===== src/logic/dcw3_pkg.sv =====
`default_nettype none
package dcw3_pkg;

  // ----------------------------------------------------------------
  // Configuration word layout
  // ----------------------------------------------------------------
  localparam int unsigned CFG_WIDTH = 32;
  localparam int unsigned BIT_USB_ID_OWNER = 30;
  localparam int unsigned BIT_PIN_REMAP_LOCK = 29;
  localparam int unsigned BIT_MOD_DISABLE_LOCK = 28;
  localparam int unsigned BIT_PERM_GROUP_LOCK = 27;
  localparam int unsigned BIT_ETH_PIN_SET = 25;
  localparam int unsigned BIT_ETH_MEDIA_IF = 24;
  localparam int unsigned USER_ID_LSB = 0;
  localparam int unsigned USER_ID_WIDTH = 16;

  // Reserved positions 31, 26 and 23:16, expected programmed as ones
  localparam logic [31:0] RESERVED_MASK = 32'h84ff_0000;

  // Word value held before the load, an erased array reads all ones
  localparam logic [31:0] CFG_RESET_VALUE = 32'hffff_ffff;

  // ----------------------------------------------------------------
  // One-way lock domains
  // ----------------------------------------------------------------
  localparam int unsigned LOCK_COUNT = 3;
  localparam int unsigned LOCK_PIN_REMAP = 0;
  localparam int unsigned LOCK_MOD_DISABLE = 1;
  localparam int unsigned LOCK_PERM_GROUP = 2;

  typedef enum logic {
    DCW3_LOAD,
    DCW3_RUN
  } dcw3_load_state_type;

endpackage
`default_nettype wire


===== src/logic/dcw3_lock_if.sv =====
`timescale 1ns/100ps
`default_nettype none
// Change request and answer between the top and one lock unit
interface dcw3_lock_if;
  logic req;
  logic one_way;
  logic accept;
  logic locked;
  modport ctrl (output req, output one_way, input accept, input locked);
  modport unit (input req, input one_way, output accept, output locked);
endinterface
`default_nettype wire


===== src/logic/dcw3_one_way_lock.sv =====
`timescale 1ns/100ps
`default_nettype none
module dcw3_one_way_lock
  import dcw3_pkg::*;
(
  input wire logic clk,
  input wire logic arst_n,
  input wire logic clk_en,
  dcw3_lock_if.unit lk
);

  logic accept_reg;
  logic accept_next;
  logic locked_reg;
  logic locked_next;

  // ----------------------------------------------------------------
  // Change gating
  // ----------------------------------------------------------------

  // A change is taken while open; with one-way set the first one closes it
  always_comb begin
    accept_next = lk.req & ~locked_reg;
    locked_next = locked_reg | (lk.req & ~locked_reg & lk.one_way);
  end

  // Registers, frozen while the clock enable is low
  always_ff @(posedge clk or negedge arst_n) begin
    if (!arst_n) begin
      accept_reg <= 1'b0;
      locked_reg <= 1'b0;
    end else if (clk_en) begin
      accept_reg <= accept_next;
      locked_reg <= locked_next;
    end
  end

  assign lk.accept = accept_reg;
  assign lk.locked = locked_reg;

endmodule
`default_nettype wire


===== src/logic/dcw3_top.sv =====
// Overview of operation
// - Bit 30 set gives the USB id pin to USB; clear gives it to ports.
// - USB module disable set forces the USB id pin back to port control.
// - Bit 29 set permits one pin remap change; clear permits many.
// - Bit 28 set permits one module-disable change; clear permits many.
// - Bit 27 set permits one permission group change; clear permits many.
// - Bit 25 picks default Ethernet pins when set, alternate pins when clear.
// - Bit 24 selects MII when set and RMII when clear.
// - Bits 15 to 0 hold a user identifier readable over JTAG.
`timescale 1ns/100ps
`default_nettype none
module dcw3_top
  import dcw3_pkg::*;
#(
  parameter bit HAS_ALT_ETH_PINS = 1'b1
)
(
  input wire logic clk,
  input wire logic arst_n,
  input wire logic clk_en,
  input wire logic [CFG_WIDTH-1:0] nvm_word,
  input wire logic usb_module_disable,
  input wire logic [LOCK_COUNT-1:0] change_req,
  input wire logic jtag_id_rd,
  output logic cfg_loaded,
  output logic usb_id_pin_owner_sel,
  output logic ethernet_pin_set_sel,
  output logic ethernet_media_if_type_sel,
  output logic [LOCK_COUNT-1:0] change_accept,
  output logic [LOCK_COUNT-1:0] change_locked,
  output logic [USER_ID_WIDTH-1:0] jtag_id_data,
  output logic jtag_id_valid,
  output logic reserved_err
);

  dcw3_load_state_type state_reg;
  dcw3_load_state_type state_next;
  logic [CFG_WIDTH-1:0] word_reg;
  logic [CFG_WIDTH-1:0] word_next;
  logic usb_owner_reg;
  logic usb_owner_next;
  logic eth_pin_reg;
  logic eth_pin_next;
  logic eth_media_reg;
  logic eth_media_next;
  logic rsv_err_reg;
  logic rsv_err_next;
  logic [USER_ID_WIDTH-1:0] id_data_reg;
  logic [USER_ID_WIDTH-1:0] id_data_next;
  logic id_valid_reg;
  logic id_valid_next;
  logic [LOCK_COUNT-1:0] one_way_bits;
  logic loaded_reg;
  logic loaded_next;

  // Lock bit of a given domain from the held word
  function automatic logic lock_bit(input logic [CFG_WIDTH-1:0] w, input int unsigned idx);
    logic b;
    b = 1'b0;
    if (idx == LOCK_PIN_REMAP) begin
      b = w[BIT_PIN_REMAP_LOCK];
    end else if (idx == LOCK_MOD_DISABLE) begin
      b = w[BIT_MOD_DISABLE_LOCK];
    end else if (idx == LOCK_PERM_GROUP) begin
      b = w[BIT_PERM_GROUP_LOCK];
    end
    return b;
  endfunction

  // True once the word has been captured and decoding may start
  function automatic logic word_ready(input dcw3_load_state_type s);
    return s == DCW3_RUN;
  endfunction

  // ----------------------------------------------------------------
  // Word load after reset
  // ----------------------------------------------------------------

  // Capture once on the first enabled edge after release, then hold
  always_comb begin
    state_next = state_reg;
    word_next = word_reg;
    case (state_reg)
      DCW3_LOAD: begin
        word_next = nvm_word;
        state_next = DCW3_RUN;
      end
      DCW3_RUN: begin
        state_next = DCW3_RUN;
      end
      default: begin
        state_next = DCW3_LOAD;
      end
    endcase
  end

  always_ff @(posedge clk or negedge arst_n) begin
    if (!arst_n) begin
      state_reg <= DCW3_LOAD;
      word_reg <= CFG_RESET_VALUE;
    end else if (clk_en) begin
      state_reg <= state_next;
      word_reg <= word_next;
    end
  end

  // ----------------------------------------------------------------
  // Load status
  // ----------------------------------------------------------------

  // Own flop that follows the load state, so the status pin is registered
  always_comb begin
    loaded_next = word_ready(state_next);
  end

  always_ff @(posedge clk or negedge arst_n) begin
    if (!arst_n) begin
      loaded_reg <= 1'b0;
    end else if (clk_en) begin
      loaded_reg <= loaded_next;
    end
  end

  // ----------------------------------------------------------------
  // USB id pin ownership
  // ----------------------------------------------------------------

  // Owner follows the word, module disable wins, ports own it before load
  always_comb begin
    usb_owner_next = 1'b0;
    if (word_ready(state_reg)) begin
      usb_owner_next = word_reg[BIT_USB_ID_OWNER] & ~usb_module_disable;
    end
  end

  always_ff @(posedge clk or negedge arst_n) begin
    if (!arst_n) begin
      usb_owner_reg <= 1'b0;
    end else if (clk_en) begin
      usb_owner_reg <= usb_owner_next;
    end
  end

  // ----------------------------------------------------------------
  // Ethernet selects and reserved check
  // ----------------------------------------------------------------

  // Decoded levels, held at defaults until the word is in
  always_comb begin
    eth_pin_next = 1'b1;
    eth_media_next = 1'b0;
    rsv_err_next = 1'b0;
    if (word_ready(state_reg)) begin
      eth_pin_next = word_reg[BIT_ETH_PIN_SET] | ~HAS_ALT_ETH_PINS;
      eth_media_next = word_reg[BIT_ETH_MEDIA_IF];
      rsv_err_next = (word_reg & RESERVED_MASK) != RESERVED_MASK;
    end
  end

  always_ff @(posedge clk or negedge arst_n) begin
    if (!arst_n) begin
      eth_pin_reg <= 1'b1;
      eth_media_reg <= 1'b0;
      rsv_err_reg <= 1'b0;
    end else if (clk_en) begin
      eth_pin_reg <= eth_pin_next;
      eth_media_reg <= eth_media_next;
      rsv_err_reg <= rsv_err_next;
    end
  end

  // ----------------------------------------------------------------
  // User identifier read over the debug port
  // ----------------------------------------------------------------

  // One-cycle answer; data stays until the next read
  always_comb begin
    id_valid_next = jtag_id_rd;
    id_data_next = id_data_reg;
    if (jtag_id_rd) begin
      id_data_next = word_reg[USER_ID_LSB +: USER_ID_WIDTH];
    end
  end

  always_ff @(posedge clk or negedge arst_n) begin
    if (!arst_n) begin
      id_valid_reg <= 1'b0;
      id_data_reg <= '0;
    end else if (clk_en) begin
      id_valid_reg <= id_valid_next;
      id_data_reg <= id_data_next;
    end
  end

  // ----------------------------------------------------------------
  // One-way lock domains
  // ----------------------------------------------------------------

  // Requests before the word is loaded are refused outright
  generate
    for (genvar i = 0; i < LOCK_COUNT; i++) begin : g_lock
      dcw3_lock_if lk ();
      assign one_way_bits[i] = lock_bit(word_reg, i);
      assign lk.one_way = one_way_bits[i];
      assign lk.req = change_req[i] & word_ready(state_reg);
      dcw3_one_way_lock u_lock (
        .clk(clk),
        .arst_n(arst_n),
        .clk_en(clk_en),
        .lk(lk.unit)
      );
      assign change_accept[i] = lk.accept;
      assign change_locked[i] = lk.locked;
    end
  endgenerate

  // Outputs straight from registers
  assign cfg_loaded = loaded_reg;
  assign usb_id_pin_owner_sel = usb_owner_reg;
  assign ethernet_pin_set_sel = eth_pin_reg;
  assign ethernet_media_if_type_sel = eth_media_reg;
  assign jtag_id_data = id_data_reg;
  assign jtag_id_valid = id_valid_reg;
  assign reserved_err = rsv_err_reg;

endmodule
`default_nettype wire


===== config.mk =====
export PLATFORM = sky130hd
export DESIGN_NAME = dcw3_top
export DESIGN_NICKNAME = d
export VERILOG_FILES = /design/src/logic/dcw3_pkg.sv /design/src/logic/dcw3_lock_if.sv /design/src/logic/dcw3_one_way_lock.sv /design/src/logic/dcw3_top.sv
export SDC_FILE = /design/constraint.sdc
export NUM_CORES = 1
export LEC_CHECK = 0
export BUFFER_PORTS_ARGS = -buffer_cell sky130_fd_sc_hd__buf_2
export CAP_MARGIN = 40
export CORE_MARGIN = 5
export CORE_UTILIZATION = 33
export DETAILED_ROUTE_END_ITERATION = 10
export GPL_TIMING_DRIVEN = 0
export SLEW_MARGIN = 20
export SYNTH_ARGS = -nofsm -noshare
export SYNTH_HDL_FRONTEND = slang
export SYNTH_SLANG_ARGS = --single-unit
export TNS_END_PERCENT = 100

===== constraint.sdc =====
create_clock -name clk -period 1.35 [get_ports clk]
set_input_delay 0.405 -clock clk [delete_from_list [all_inputs] [get_ports clk]]
set_output_delay 0.405 -clock clk [all_outputs]
set_load 0.03 [all_outputs]

==> impl_results.md <==
* Sequential share of the synthesized area at 0.613
* Hold WC Path Type: primary input to async pin
* Slew @ Worst Pin at between 0.7 and 0.8 ns
* Req. time, crit path at 0.95 ns
* Vias in the first global route at between 1500 and 2000
* H-Tree Level Count at 3
* Core area at 7330 um2
* Final core utilization at 0.439
* CP endpoint kind: output port
* R2r setup slk at around 0.080 ns
* Pin count of the biggest net entering global routing at 61
* Initial Utilization at 0.344
* Number of flops mapped to enable cells by yosys at 0
* Synth cell count leaders: dfstp_2, mux2_4, dfrtp_1
* Synthesized instance count at about 150
* Max FFs per register at 32
* DRT antenna net count at 0
* Top cell type by total area after synthesis: dfstp_2
* Tmin final at roughly 1.4 ns
* Die Span Y at 97.4 um
* CP Class: flip-flop to output port
* Max incr delay on CP at ~0.55 ns
* CTS tree: yes
* Final critical-path share of the clock period at 1.04
* Top cell type's share of synthesized area at 0.344
* Routed WL per cell at approximately 15 um
* DR top layer: met4
* Most used DFF post-synth: dfstp_2
* Worst EP arrival at 1.00 ns
* Buf/Inv on CP at 1
* Synthesized net count at ~190
* CP cell instances: buf_6
* Final Hold Vio Count at 0
* Most frequent cell after synthesis: dfstp_2
* Filler cell count at roughly 700
* Syn avg cell area at 16.5 um2
* Pwr dens at between 1000 and 1500 nW/um2
* Netlist Area Pre-Place at around 2500 um2
* TritonCTS Sinks at 60
* Port Buf Inserts at 67
* Tot Pwr at around 4.6 mW
* Boundary Pins at 68
* Unrepaired setup endpoints after global routing: true
* Yosys cell types at 21
* Area growth syn-to-layout at 27.7%
* Post-CTS Hold Fix Bufs at 0
* Status: complete, but fails checks
* Placed cell area at ~3000 um2
* # DRC at 0
* Failing checks: setup timing
* Global-route wire length before repair at between 8000 and 9000 um
* Setup Skew at between 0.003 and 0.004 ns
* Seq cells post-synth at 60
* Worst path slowest cell: dfstp_2
* Worst-Skew Late Latency at between 0.3 and 0.4 ns
* Die Wd at 97.4 um
* GPL Wtd Cong at between 0.7 and 0.8
* Maximum clock insertion buffer count at 2
* Setup WS post-layout at -0.0514 ns
* Detail Route met3 WL at approximately 360 um
* Metal-1 WL at between 2000 and 2500 um
* Slew headroom at 0.511
* Met2 wire len at about 2400 um
* Crit start category: flip-flop
* Via density at approximately 4.4
* Initial antenna violation count at 0
* Ys Warns at 0
* Die Area at 9480 um2
* Row Count at 31
* Clock transition at the registers of the reported paths at roughly 0.07 ns
* Ant. Diodes at 0
* Synth async-reset ratio at 1.00
* Detailed Routing Iterations Pass 1 at 4
* Synth area leaders: dfstp_2, dfrtp_1, mux2_4, mux2_2, buf_4
* Post-Place Setup Slack at -0.111 ns
* Nets@finish at between 200 and 300
* Share of cells above drive strength 1 at 0.756
* Worst VDD drop at 0.622 mV
* Root Buffer: clkbuf_8
* Setup violators final at 1
* Initial DRC Count at 26
* MaxCap Viol Count at 0
* Tot GR Track Use at 0.111
* Final Cell Area at approximately 3200 um2
* DR vias at between 1000 and 1500
* Total grt overflow at 0
* CP max FO at 2
* Leak at ~1.5 nW
* Final wirelength at roughly 4900 um
* CP top delay family: flip-flops
* Fmax at ~0.7 GHz
* Final-report max-slew violation count at 0
* HPWL Detailed at 3370 um
* Num CTS Buffers at 9
[stage by stage]
stage | hold WS, ns | cells | setup TNS [ns]
final | 0.136 | 333 | -0.0514
after floorplan | 0.109 | 153 | 0
after CTS | 0.154 | 333 | -0.0743
after global routing | 0.186 | 333 | -0.105
after detailed placement | 0.473 | 319 | -2.11
after global placement | 0.468 | 319 | -9.19
[cell families (layout without fill, tap and decap cells)]
kind of cell	after synthesis	after routing	synth area share
muxes	49	49	0.264
and+or+nand+nor	12	12	0.0348
buffers and inverters	21	102	0.0591
AOI/OAI and AO/OA	11	11	0.0298
DFF	60	60	0.613
[path summary, 6_finish.rpt]
kind	from	endpoint	cells after the start
worst max-delay path	ethernet_pin_set_sel	ethernet_pin_set_sel	1
worst min-delay path	arst_n	jtag_id_data[2]	1
worst max register to register	cfg_loaded	cfg_loaded	3
worst min register to register	word_reg[25]	ethernet_pin_set_sel	2
max in group asynchronous	arst_n	cfg_loaded	1
min in group clk	nvm_word[23]	word_reg[23]	2
[what timing repair did]
item / 4_1_cts / 5_1_grt
setup endpoints to repair: 8 / 3
resized for setup: 17 / 2
setup buffers: 4 / 0
[report_power, final]
| group | total, mW | switching, mW | internal [mW] |
|---|---|---|---|
| Clock | 1.60 | 0.646 | 0.953 |
| Combinational | 0.780 | 0.416 | 0.364 |
| Sequential | 2.23 | 0.117 | 2.11 |
| Total | 4.61 | 1.18 | 3.43 |
[routing by layer]
layer	GRT usage	up-vias
met5	0	-
met4	0.0288	0
met3	0.0581	8
met2	0.174	52
met1	0.135	721
li1	-	681
[cells in the final DEF (no fill, tap or decap), drive strengths merged]
cell type | synthesis | routed
buf | 13 | 78
mux2 | 49 | 49
dfstp | 33 | 33
dfrtp | 27 | 27
clkbuf | 1 | 15
inv | 7 | 7
o21ai | 6 | 6
nand4b | 4 | 4
a41o | 3 | 3
nand3 | 2 | 2
nand4 | 2 | 2
nor2b | 1 | 1
nand2 | 1 | 1
or2 | 1 | 1
nor2 | 1 | 1
a31oi | 1 | 1
o31a | 1 | 1
bufinv | 0 | 1
clkinv | 0 | 1
[layout make-up]
cell class	instances	area [um2]	share of cell area
Multi-Input combinational cell	72	827	0.257
Timing Repair Buffer	71	420	0.131
Buffer	8	77.6	0.0241
Tap cell	99	124	0.0385
Inverter	7	26.3	0.00817
Clock inverter	2	35.0	0.0109
Sequential cell	60	1540	0.480
Clock buffer	14	163	0.0506
Power figures use the tool's default switching activity.
